## config.mk

```make
export PLATFORM = sky130hd
export DESIGN_NAME = general_timer_module
export DESIGN_NICKNAME = d
export VERILOG_FILES = /design/src/rtl/gp_timer_pkg.sv /design/src/rtl/general_timer_module.sv /design/src/rtl/timer_half.sv
export SDC_FILE = /design/constraint.sdc
export NUM_CORES = 2
export LEC_CHECK = 0
export ABC_CLOCK_PERIOD_IN_PS = 3400
export BUFFER_PORTS_ARGS = -buffer_cell sky130_fd_sc_hd__buf_2
export CAP_MARGIN = 15
export CORE_UTILIZATION = 30
export DETAILED_ROUTE_END_ITERATION = 12
export GPL_TIMING_DRIVEN = 0
export PLACE_DENSITY = 0.5
export SETUP_SLACK_MARGIN = 0.4
export SKIP_CTS_REPAIR_TIMING = 1
export SLEW_MARGIN = 40
export SYNTH_ARGS = -nofsm -noshare
export SYNTH_HDL_FRONTEND = slang
export SYNTH_SLANG_ARGS = --single-unit
```

## constraint.sdc

```tcl
create_clock -name ref_clk -period 3.4 [get_ports ref_clk]
set_input_delay 1.02 -clock ref_clk [delete_from_list [all_inputs] [get_ports ref_clk]]
set_output_delay 1.02 -clock ref_clk [all_outputs]
set_load 0.005 [all_outputs]
```

## src/rtl/gp_timer_pkg.sv

```systemverilog
// Purpose: shared constants and types of the general timer module
// Assumes: one 40 MHz clock, synchronous active-low reset
// Notes:   no register bus; all controls are plain ports
package gp_timer_pkg;

   localparam int NUM_BLOCKS   = 3;
   localparam int HALF_WIDTH   = 16;
   localparam int FULL_WIDTH   = 32;
   localparam int PRESCALE_W   = 8;
   localparam int MODE_W       = 3;
   localparam logic [15:0] HALF_RESET  = 16'hffff;
   localparam logic [31:0] FULL_RESET  = 32'hffffffff;
   localparam logic [7:0]  PRE_RESET   = 8'h00;

   // half modes (16-bit) and joined modes (32-bit) share one encoding
   typedef enum logic [2:0] {
      MODE_OFF      = 3'h0,
      MODE_ONE_SHOT = 3'h1,
      MODE_PERIODIC = 3'h2,
      MODE_EDGE_CNT = 3'h3,
      MODE_EDGE_TIM = 3'h4,
      MODE_PWM      = 3'h5,
      MODE_RTC      = 3'h6
   } timer_mode_t;

   // edge selection of an input pin
   typedef enum logic [1:0] {
      EDGE_RISE = 2'h0,
      EDGE_FALL = 2'h1,
      EDGE_BOTH = 2'h2
   } edge_sel_t;

endpackage

```

## src/rtl/general_timer_module.sv

```systemverilog
// Purpose: three timer blocks, each two 16-bit halves or one 32-bit timer
// Assumes: rtc_clk_in is a 32.768 kHz level synchronous to ref_clk
// Notes:   controls are plain ports, one slice per block
// Contract
// - three identical timer blocks, each configured independently.
// - each block has two 16-bit timer/counters, timer or event counter.
// - a block can join its halves into one 32-bit timer or rtc.
// - joined block modes: real-time clock, one-shot, periodic.
// - 16-bit one-shot and periodic may use an 8-bit prescaler.
// - each 16-bit half may capture input events or generate pwm.
// - pwm drives the ccp pin; software may invert the output.
// - counting and capture modes act on external timer input pins.
// - capture offers edge counting and edge time capture.
// - 32-bit rtc mode counts rising edges of the 32.768 kHz input.
// - with stall enabled, timed modes pause while cpu halt is set.
`timescale 1ns/1ps
module general_timer_module
   import gp_timer_pkg::*;
#(
   parameter int BLOCKS = NUM_BLOCKS
) (
   input  wire logic                        ref_clk,
   input  wire logic                        rst_n,
   input  wire logic                        cpu_halt,
   input  wire logic                        rtc_clk_in,
   input  wire logic [BLOCKS-1:0]           joined,
   input  wire logic [BLOCKS*MODE_W-1:0]    mode_a,
   input  wire logic [BLOCKS*MODE_W-1:0]    mode_b,
   input  wire logic [BLOCKS-1:0]           enable_a,
   input  wire logic [BLOCKS-1:0]           enable_b,
   input  wire logic [BLOCKS*2-1:0]         edge_a,
   input  wire logic [BLOCKS*2-1:0]         edge_b,
   input  wire logic [BLOCKS*32-1:0]        load_value,
   input  wire logic [BLOCKS*32-1:0]        match_value,
   input  wire logic [BLOCKS*16-1:0]        prescale,
   input  wire logic [BLOCKS-1:0]           stall_en,
   input  wire logic [BLOCKS*2-1:0]         pwm_invert,
   input  wire logic [BLOCKS*2-1:0]         ccp_in,
   output logic [BLOCKS*32-1:0]             count,
   output logic [BLOCKS*32-1:0]             capture,
   output logic [BLOCKS*2-1:0]              timeout,
   output logic [BLOCKS*2-1:0]              capture_event,
   output logic [BLOCKS*2-1:0]              ccp_out,
   output logic [BLOCKS*2-1:0]              ccp_oe
);
   import gp_timer_pkg::*;

   logic rtc_prev;
   always_ff @(posedge ref_clk) begin
      if (!rst_n)
         rtc_prev <= 1'b0;
      else
         rtc_prev <= rtc_clk_in;
   end
   wire rtc_tick = rtc_clk_in && !rtc_prev;

   // ------------------------------------------------------------
   // per-block slices
   // ------------------------------------------------------------
   for (genvar b = 0; b < BLOCKS; b++) begin : g_blk
      timer_mode_t      m_a;
      timer_mode_t      m_b;
      logic [15:0]      cnt_a;
      logic [15:0]      cnt_b;
      logic [15:0]      cap_a;
      logic [15:0]      cap_b;
      logic             to_a;
      logic             to_b;
      logic [31:0]      cnt32;
      logic             run32;
      logic             to32;

      assign m_a = timer_mode_t'(mode_a[b*MODE_W +: MODE_W]);
      assign m_b = timer_mode_t'(mode_b[b*MODE_W +: MODE_W]);

      wire join_on = joined[b];
      wire half_a_en = enable_a[b] && !join_on;
      wire half_b_en = enable_b[b] && !join_on;

      timer_half u_a (
         .ref_clk       (ref_clk),
         .rst_n         (rst_n),
         .enable        (half_a_en),
         .mode          (m_a),
         .edge_sel      (edge_sel_t'(edge_a[b*2 +: 2])),
         .load_value    (load_value[b*32 +: 16]),
         .match_value   (match_value[b*32 +: 16]),
         .prescale      (prescale[b*16 +: 8]),
         .stall_en      (stall_en[b]),
         .cpu_halt      (cpu_halt),
         .pwm_invert    (pwm_invert[b*2]),
         .ccp_in        (ccp_in[b*2]),
         .count         (cnt_a),
         .capture       (cap_a),
         .timeout       (to_a),
         .capture_event (capture_event[b*2]),
         .ccp_out       (ccp_out[b*2]),
         .ccp_oe        (ccp_oe[b*2])
      );

      timer_half u_b (
         .ref_clk       (ref_clk),
         .rst_n         (rst_n),
         .enable        (half_b_en),
         .mode          (m_b),
         .edge_sel      (edge_sel_t'(edge_b[b*2 +: 2])),
         .load_value    (load_value[b*32+16 +: 16]),
         .match_value   (match_value[b*32+16 +: 16]),
         .prescale      (prescale[b*16+8 +: 8]),
         .stall_en      (stall_en[b]),
         .cpu_halt      (cpu_halt),
         .pwm_invert    (pwm_invert[b*2+1]),
         .ccp_in        (ccp_in[b*2+1]),
         .count         (cnt_b),
         .capture       (cap_b),
         .timeout       (to_b),
         .capture_event (capture_event[b*2+1]),
         .ccp_out       (ccp_out[b*2+1]),
         .ccp_oe        (ccp_oe[b*2+1])
      );

      // joined 32-bit timer: one-shot, periodic down, rtc counts up
      wire j_en    = join_on && enable_a[b];
      wire j_rtc   = (m_a == MODE_RTC);
      wire j_timed = (m_a == MODE_ONE_SHOT) || (m_a == MODE_PERIODIC);
      wire j_stall = stall_en[b] && cpu_halt && j_timed;
      wire j_tick  = j_en && (j_rtc ? rtc_tick
                            : (j_timed && run32 && !j_stall));
      wire j_zero  = (cnt32 == 32'h00000000);
      wire j_rtc_match = j_rtc && (cnt32 == load_value[b*32 +: 32]);
      wire [31:0] next_cnt32 =
         j_rtc ? cnt32 + 32'h00000001
               : (j_zero ? load_value[b*32 +: 32]
                         : cnt32 - 32'h00000001);

      always_ff @(posedge ref_clk) begin
         if (!rst_n) begin
            cnt32 <= FULL_RESET;
            run32 <= 1'b0;
            to32  <= 1'b0;
         end else if (!j_en) begin
            cnt32 <= j_rtc ? 32'h00000000 : load_value[b*32 +: 32];
            run32 <= 1'b1;
            to32  <= 1'b0;
         end else begin
            to32 <= j_tick && (j_rtc ? j_rtc_match : j_zero);
            if (j_tick) begin
               cnt32 <= next_cnt32;
               if (j_zero && !j_rtc && m_a == MODE_ONE_SHOT)
                  run32 <= 1'b0;
            end
         end
      end

      assign count[b*32 +: 32]   = join_on ? cnt32 : {cnt_b, cnt_a};
      assign capture[b*32 +: 32] = {cap_b, cap_a};
      assign timeout[b*2]        = join_on ? to32 : to_a;
      assign timeout[b*2+1]      = join_on ? 1'b0 : to_b;
   end

endmodule // general_timer_module

```

## src/rtl/timer_half.sv

```systemverilog
// Purpose: one 16-bit timer/counter half with prescaler, capture and pwm
// Assumes: pin inputs synchronous to ref_clk
// Notes:   counts down from load value; pwm high while count > match
`timescale 1ns/1ps
module timer_half
   import gp_timer_pkg::*;
#(
   parameter int WIDTH = HALF_WIDTH,
   parameter int PW    = PRESCALE_W
) (
   input  wire logic              ref_clk,
   input  wire logic              rst_n,
   input  wire logic              enable,
   input  wire gp_timer_pkg::timer_mode_t mode,
   input  wire gp_timer_pkg::edge_sel_t   edge_sel,
   input  wire logic [WIDTH-1:0]  load_value,
   input  wire logic [WIDTH-1:0]  match_value,
   input  wire logic [PW-1:0]     prescale,
   input  wire logic              stall_en,
   input  wire logic              cpu_halt,
   input  wire logic              pwm_invert,
   input  wire logic              ccp_in,
   output logic [WIDTH-1:0]       count,
   output logic [WIDTH-1:0]       capture,
   output logic                   timeout,
   output logic                   capture_event,
   output logic                   ccp_out,
   output logic                   ccp_oe
);
   import gp_timer_pkg::*;

   logic [PW-1:0] pre_count;
   logic          in_prev;
   logic          running;

   wire timed      = (mode == MODE_ONE_SHOT) || (mode == MODE_PERIODIC);
   wire rise       = ccp_in && !in_prev;
   wire fall       = !ccp_in && in_prev;
   wire edge_hit   = (edge_sel == EDGE_RISE) ? rise :
                     (edge_sel == EDGE_FALL) ? fall : (rise || fall);
   wire stalled    = stall_en && cpu_halt && timed;
   wire pre_done   = !timed || (pre_count == '0);
   wire tick_free  = enable && running && !stalled && pre_done;
   wire tick       = (mode == MODE_EDGE_CNT) ? (enable && edge_hit)
                   : tick_free;
   wire at_zero    = (count == '0);
   wire reload     = tick && at_zero;
   wire [WIDTH-1:0] next_count = reload ? load_value
                               : (count - {{(WIDTH-1){1'b0}}, 1'b1});
   wire next_pwm   = (count > match_value) ^ pwm_invert;

   // ------------------------------------------------------------
   // prescaler and counter
   // ------------------------------------------------------------
   always_ff @(posedge ref_clk) begin
      if (!rst_n) begin
         pre_count <= PRE_RESET;
      end else if (!enable) begin
         pre_count <= prescale;
      end else if (!stalled) begin
         // a stall at the end of a prescale run must not swallow its tick
         pre_count <= pre_done ? prescale
                    : pre_count - {{(PW-1){1'b0}}, 1'b1};
      end
   end

   always_ff @(posedge ref_clk) begin
      if (!rst_n) begin
         count   <= HALF_RESET[WIDTH-1:0];
         running <= 1'b0;
      end else if (!enable) begin
         count   <= load_value;
         running <= 1'b1;
      end else if (tick) begin
         count   <= next_count;
         // one-shot halts at time-out, periodic reloads
         if (reload && mode == MODE_ONE_SHOT)
            running <= 1'b0;
      end
   end

   always_ff @(posedge ref_clk) begin
      if (!rst_n) begin
         in_prev       <= 1'b0;
         capture       <= '0;
         capture_event <= 1'b0;
         timeout       <= 1'b0;
         ccp_out       <= 1'b0;
      end else begin
         in_prev       <= ccp_in;
         timeout       <= reload && timed;
         capture_event <= enable && edge_hit &&
                          (mode == MODE_EDGE_TIM || mode == MODE_EDGE_CNT);
         if (enable && edge_hit && mode == MODE_EDGE_TIM)
            capture <= count;
         ccp_out <= (enable && mode == MODE_PWM) ? next_pwm : 1'b0;
      end
   end

   assign ccp_oe = enable && (mode == MODE_PWM);

endmodule // timer_half

```

# Yosys cells after proc, flatten, opt, wreduce, memory -nomap -nowiden
# Cells that the tools add are included.
# Widths: inputs -> output; s select.
# classes
add_sub_neg	18
bitwise	6
n_reduce_logical	206
muxes	111
n_lt_le_gt_ge	6
eq_ne	66
# ops
cell	n
$mux 32	18
$mux 16	18
$mux 8	18
$logic_and 1x1->1	112
$add 32x1->32 const B	3
$eq 32x32->1	3
$gt 16x16->1	6
$logic_not 16->1	6
$logic_not 32->1	3
$sub 16x1->16 const B	6
$sub 32x1->32 const B	3
$mux 1	57
$logic_not 8->1	6
$sub 8x1->8 const B	6
$eq 3x3->1 const B	15
$eq 3x2->1 const B	12
$ne 2x2->1 const B	18
$reduce_and 2->1	18
$logic_not 1->1	31
$logic_or 1x1->1	24
$eq 3x1->1 const B	6
$eq 2x1->1 const B	6
$logic_not 2->1	6
$ne 2x1->1 const B	6
$xor 1x1->1	6
# word_totals
output_inout_bits	216
in_bits	298
register_bits	373

# Longest topological paths before layout
# logic_depth
depth_word	12
depth_mapped	11

# Modules after synthesis
# From an unflattened synthesis, not the netlist that was laid out.
# unflattened
cells_unflattened	3825
area_unflattened_um2	29304.4
# modules_own_cells
module	seq_area_each_um2	instances	cells_each	area_per_inst_um2
timer_half	900.9	6	363	2909.0
general_timer_module	2062.0	1	1647	11850.1

# Least setup slack after synthesis
# Ideal clock, no wire load.
# synth_path
kind	input-to-reg
start	input port ccp_in[3]
end	register g_blk[1].u_b.capture[10]
path_buffers	1
t_arrival_ps	3056
setup_time_ps	128
setup_slack_ps	217
cell_stages	8
path_cell_list	inv_1 ha_1 nand2_1 o21ai_0 nor3_1 clkbuf_1 mux2i_1 nor2_1
# synth_via
elab_chain_cells	7
elab_cells_between_ends	8
classes_between	mux: 2; reduce/logical: 6
# synth_rtl
item	line_no	source
from (decl)	general_timer_module.sv:38	input wire logic [BLOCKS*2-1:0] ccp_in,
$logic_not 1->1	timer_half.sv:38	wire fall = !ccp_in && in_prev;
$logic_and 1x1->1	timer_half.sv:38	
$logic_or 1x1->1	timer_half.sv:40	(edge_sel == EDGE_FALL) ? fall : (rise || fall);
$mux 1	timer_half.sv:40	
$mux 1 *	timer_half.sv:39	wire edge_hit = (edge_sel == EDGE_RISE) ? rise :
$logic_and 1x1->1 * (2 in a row)	timer_half.sv:94	if (enable && edge_hit && mode == MODE_EDGE_TIM)
to (signal assigned)	timer_half.sv:95	capture <= count;
to (decl)	timer_half.sv:24	output logic [WIDTH-1:0] capture,
# Mark *: on every way between the ends. The rest lies on a longest branch, timed or not.
# A chain may end at the register's enable or synchronous reset.

# Final worst setup path
# layout_path
start	register g_blk[2].cnt32[20]
end	register g_blk[2].cnt32[20]
# layout_via
elab_chain_cells	5
elab_cells_between_ends	7
classes_between	add/sub: 2; mux: 4; reduce/logical: 1
# layout_rtl
item	line_no	source
from (decl)	general_timer_module.sv:69	logic [31:0] cnt32;
from (signal assigned)	general_timer_module.sv:142	cnt32 <= j_rtc ? 32'h00000000 : load_value[b*32 +: 32];
from (signal assigned)	general_timer_module.sv:148	cnt32 <= next_cnt32;
$sub 32x1->32 or $logic_not 32->1 (tied branches)	general_timer_module.sv:134, general_timer_module.sv:129	
$mux 32	general_timer_module.sv:133	: (j_zero ? load_value[b*32 +: 32]
$mux 32 *	general_timer_module.sv:132	j_rtc ? cnt32 + 32'h00000001
$mux 32 *	general_timer_module.sv:147	if (j_tick) begin
$mux 32 *	general_timer_module.sv:141	end else if (!j_en) begin
# Mark *: on every way between the ends. The rest lies on a longest branch, timed or not. The select of a mux whose other input is x is not followed.

==> impl_metrics.py <==
metrics = {
    "floorplanning": {
        "chipWidth_um": 308,
        "design.core.area_um2": 92200,
        "placement_rows": 111,
        "fp.dieArea_um2": 94800,
        "top_level_ports": 514,
        "initial_utilization": 0.304,
        "die_h_um": 308,
    },
    "yosys": {
        "synth_mux_area_frac": 0.0667,
        "synth-edff-count": 0,
        "postSynthNetCount": 4222,
        "yosysUniqueCellTypes": 95,
        "synth_compound_gate_area_share": 0.218,
        "total_of_warnings_raised_by_yosys": 0,
        "yosysSeqAreaShare": 0.266,
        "synth_area_um2": 28100,
        "post_synth.cell_area_avg_um2": 7.42,
        "ys_seq_elements": 373,
        "synthArstFlopShare": 0,
        "netlist_instances": 3783,
        "post_synth_adder_cell_area": 0.0628,
        "synth_simple_gate_area_share": 0.264,
        "synth_top_family_by_area": "simple AND/OR/NAND/NOR gates",
        "synth-xor-area-share": 0.0552,
        "synth_top_flop_cell": "dfxtp_1",
    },
    "sta": {
        "finalHoldViolations": 0,
        "fin_skew_ps": 42.4,
        "maxClockFrequency_ghz": 0.320,
        "tightest_slew_ps": 861,
        "maxSlewHeadroom": 0.421,
        "final-setup-viol-count": 0,
        "post-route-period-util": 0.918,
        "rsz_0062_raised_after_global_routing": "true",
        "finalWorstPathRequiredPeriod_ps": 3120,
        "timing.final.max_slew_violations": 0,
        "final.setup.tns_ps": 0,
    },
    "cells_and_area": {
        "most-common-layout-cells": "buf_2, dfxtp_1, nand2_1",
        "nets": 4851,
        "fin_area_um2": 35800,
        "area_delta_synth_final_pct": 27.5,
        "most_frequent_standard_cell_in_the_layout_excluding_fill_and_tap_cells": "buf_2",
        "finalCoreUtilization": 0.388,
        "fin_cells": 5708,
        "fill_cells": 9945,
        "drive_above_1_share": 0.234,
    },
    "clocking": {
        "max-clock-path-buffers": 3,
        "cts_tree": "built",
        "tritoncts.num_buffers": 51,
        "ctsRootBufferMaster": "clkbuf_16",
        "clock_insertion_delay_at_the_later_pin_of_the_skew_report_ps": 640,
        "cts_max_level": 2,
        "cts.clk_slew.worst_paths_ps": 60,
        "tritoncts_num_sinks": 373,
    },
    "critical_path": {
        "regToRegEndpoint": "g_blk[2].cnt32[20]",
        "worst_ep_arrival_time_ps": 3640,
        "cp_data_required_time_ps": 3910,
        "ff2ff_setup_slack_ps": 280,
        "crit_fanout": 4,
        "criticalPathCategory": "flip-flop to flip-flop",
        "setup.worst_path.end_class": "flip-flop",
        "start_kind": "flip-flop",
        "rr_startpoint": "g_blk[2].cnt32[20]",
        "rr_worst_depth": 10,
    },
    "grt": {
        "grt-ovfl-total": 0,
        "globalRouteTotalUtil": 0.290,
        "grt_max_degree": 14,
        "first_global_vias": 30200,
        "grt_antenna_before_repair": 16,
        "grt_pass1_wl_um": 206000,
    },
    "place": {
        "place_inst": 5545,
        "gp_congestion": 0.963,
        "io_buffers": 505,
        "place_area_um2": 32600,
        "dp_hpwl_um": 109000,
    },
    "power": {
        "peakVddDrop_mv": 0.369,
        "post-layout-total-power_mw": 14.2,
        "leakagePower_nw": 14.9,
        "power_density_nw_per_um2": 397,
    },
    "hold_path": {
        "min_path_type": "flip-flop to flip-flop",
        "min_delay_path_depth": 2,
        "start_point_of_the_worst_hold_path": "g_blk[1].run32",
        "hold-path-endpoint": "g_blk[1].run32",
    },
    "drt": {
        "drt_pre_antenna_iters": 6,
        "via_per_inst": 5.75,
        "totalWireLength_um": 145000,
        "routed_wire_length_per_instance_um": 25.4,
        "via_count": 32800,
        "first_iter_violations": 3420,
        "drc_errors": 0,
        "route.antenna.remaining_nets": 0,
    },
    "job": {
        "cap_violations": 0,
    },
    "status": {
        "result_of_the_run": "complete, no violations",
    },
}
[worst max-delay path by stage]
stage,from,end,slack [ps],depth (start not counted)
after detailed placement,cpu_halt,g_blk[1].cnt32[4],-810,10
final,g_blk[2].cnt32[20],g_blk[2].cnt32[20],280,10
after global placement,cpu_halt,g_blk[1].cnt32[16],-1290,10
after global routing,g_blk[2].cnt32[20],g_blk[2].cnt32[18],280,11
after CTS,joined[0],count[29],-570,5
after floorplan,ccp_in[3],g_blk[1].u_b.count[6],400,9
[final cells by class]
| class | instances | area, µm² | area share |
|---|---|---|---|
| antenna | 15 | 37.5 | 0.00105 |
| buffer | 299 | 1620 | 0.0452 |
| clock buffer | 76 | 1520 | 0.0425 |
| clock inverter | 15 | 216 | 0.00604 |
| inverter | 174 | 653 | 0.0182 |
| multi-input combinational | 2937 | 19400 | 0.543 |
| sequential | 373 | 7470 | 0.209 |
| tap | 1243 | 1560 | 0.0434 |
| timing repair buffer | 576 | 3310 | 0.0924 |
[metrics by stage]
step | setup WS (ps) | hold WS [ps]
6_report | 279 | 464
5_1_grt | 279 | 505
4_1_cts | -566 | 467
3_5_place_dp | -811 | 459
3_3_place_gp | -1290 | 452
2_1_floorplan | 397 | 439
[critical path, stage by stage (launching register included)]
cell and delay [ps]:
dfxtp_2 330, buf_6 130, or4_4 540, buf_6 140, nand4b_1 250, or4_4 650
and2_4 190, buf_12 120, buf_2 160, a221oi_1 350, o22ai_1 130
[sequential cells by signal, summed over array words and instances (netlist names), 24 cells and up]
| name | count |
|---|---|
| g_blk.cnt32 | 96 |
| g_blk.u_a.capture | 48 |
| g_blk.u_a.count | 48 |
| g_blk.u_b.capture | 48 |
| g_blk.u_b.count | 48 |
| g_blk.u_a.pre_count | 24 |
| g_blk.u_b.pre_count | 24 |
[report_power, final]
group / total (mW) / leakage (nW) / internal (mW) / switching, mW
registers: 4.94 / 3.08 / 4.63 / 0.310
clock network: 5.78 / 0.852 / 3.45 / 2.33
logic: 3.50 / 11.0 / 1.30 / 2.20
[synth_stat cells, drive strengths merged (11+ instances only)]
cell type / count / area (µm²)
o311ai: 16 / 148
nand4: 93 / 582
nor3b: 13 / 97.6
xor2: 42 / 368
nor4: 72 / 457
nand2: 366 / 1380
nand2b: 23 / 144
a21o: 27 / 203
and3: 48 / 302
o2111ai: 19 / 166
nor2b: 31 / 194
buf: 54 / 330
or3: 45 / 287
and4: 13 / 114
ha: 141 / 1760
a22oi: 14 / 105
xnor2: 135 / 1180
a211oi: 32 / 240
nor2: 376 / 1420
or4: 27 / 221
o22ai: 34 / 213
clkbuf: 245 / 920
nand3: 151 / 761
o221ai: 23 / 208
dfxtp: 373 / 7470
a221o: 21 / 210
mux2: 89 / 1000
inv: 174 / 653
a221oi: 43 / 383
o211ai: 45 / 338
a21oi: 241 / 1210
or2: 16 / 100
nor3: 159 / 801
nand3b: 18 / 135
mux2i: 87 / 871
o31ai: 28 / 210
a31oi: 50 / 313
and2: 25 / 156
o21a: 11 / 82.6
o21ai: 229 / 1150
[per-layer routing]
layer / routed length (µm) / global-route usage / share of wire
met1: 61000 / 0.385 / 0.42
met2: 63400 / 0.452 / 0.44
met3: 13500 / 0.0563 / 0.093
met4: 7200 / 0.129 / 0.050
met5: 46 / 0 / 0.00032
[logic make-up (layout without fill, tap and decap cells)]
group                    Yosys count  count (layout)
flip-flops                       373             373
adder cells (fa/ha/maj)          141             141
AO/OA/AOI/OAI                    939             939
buffers and inverters            473            1140
multiplexers                     176             176
other                              0              15
XOR/XNOR                         177             177
AND/OR/NAND/NOR                 1504            1504
(Power assumes the default switching activity.)
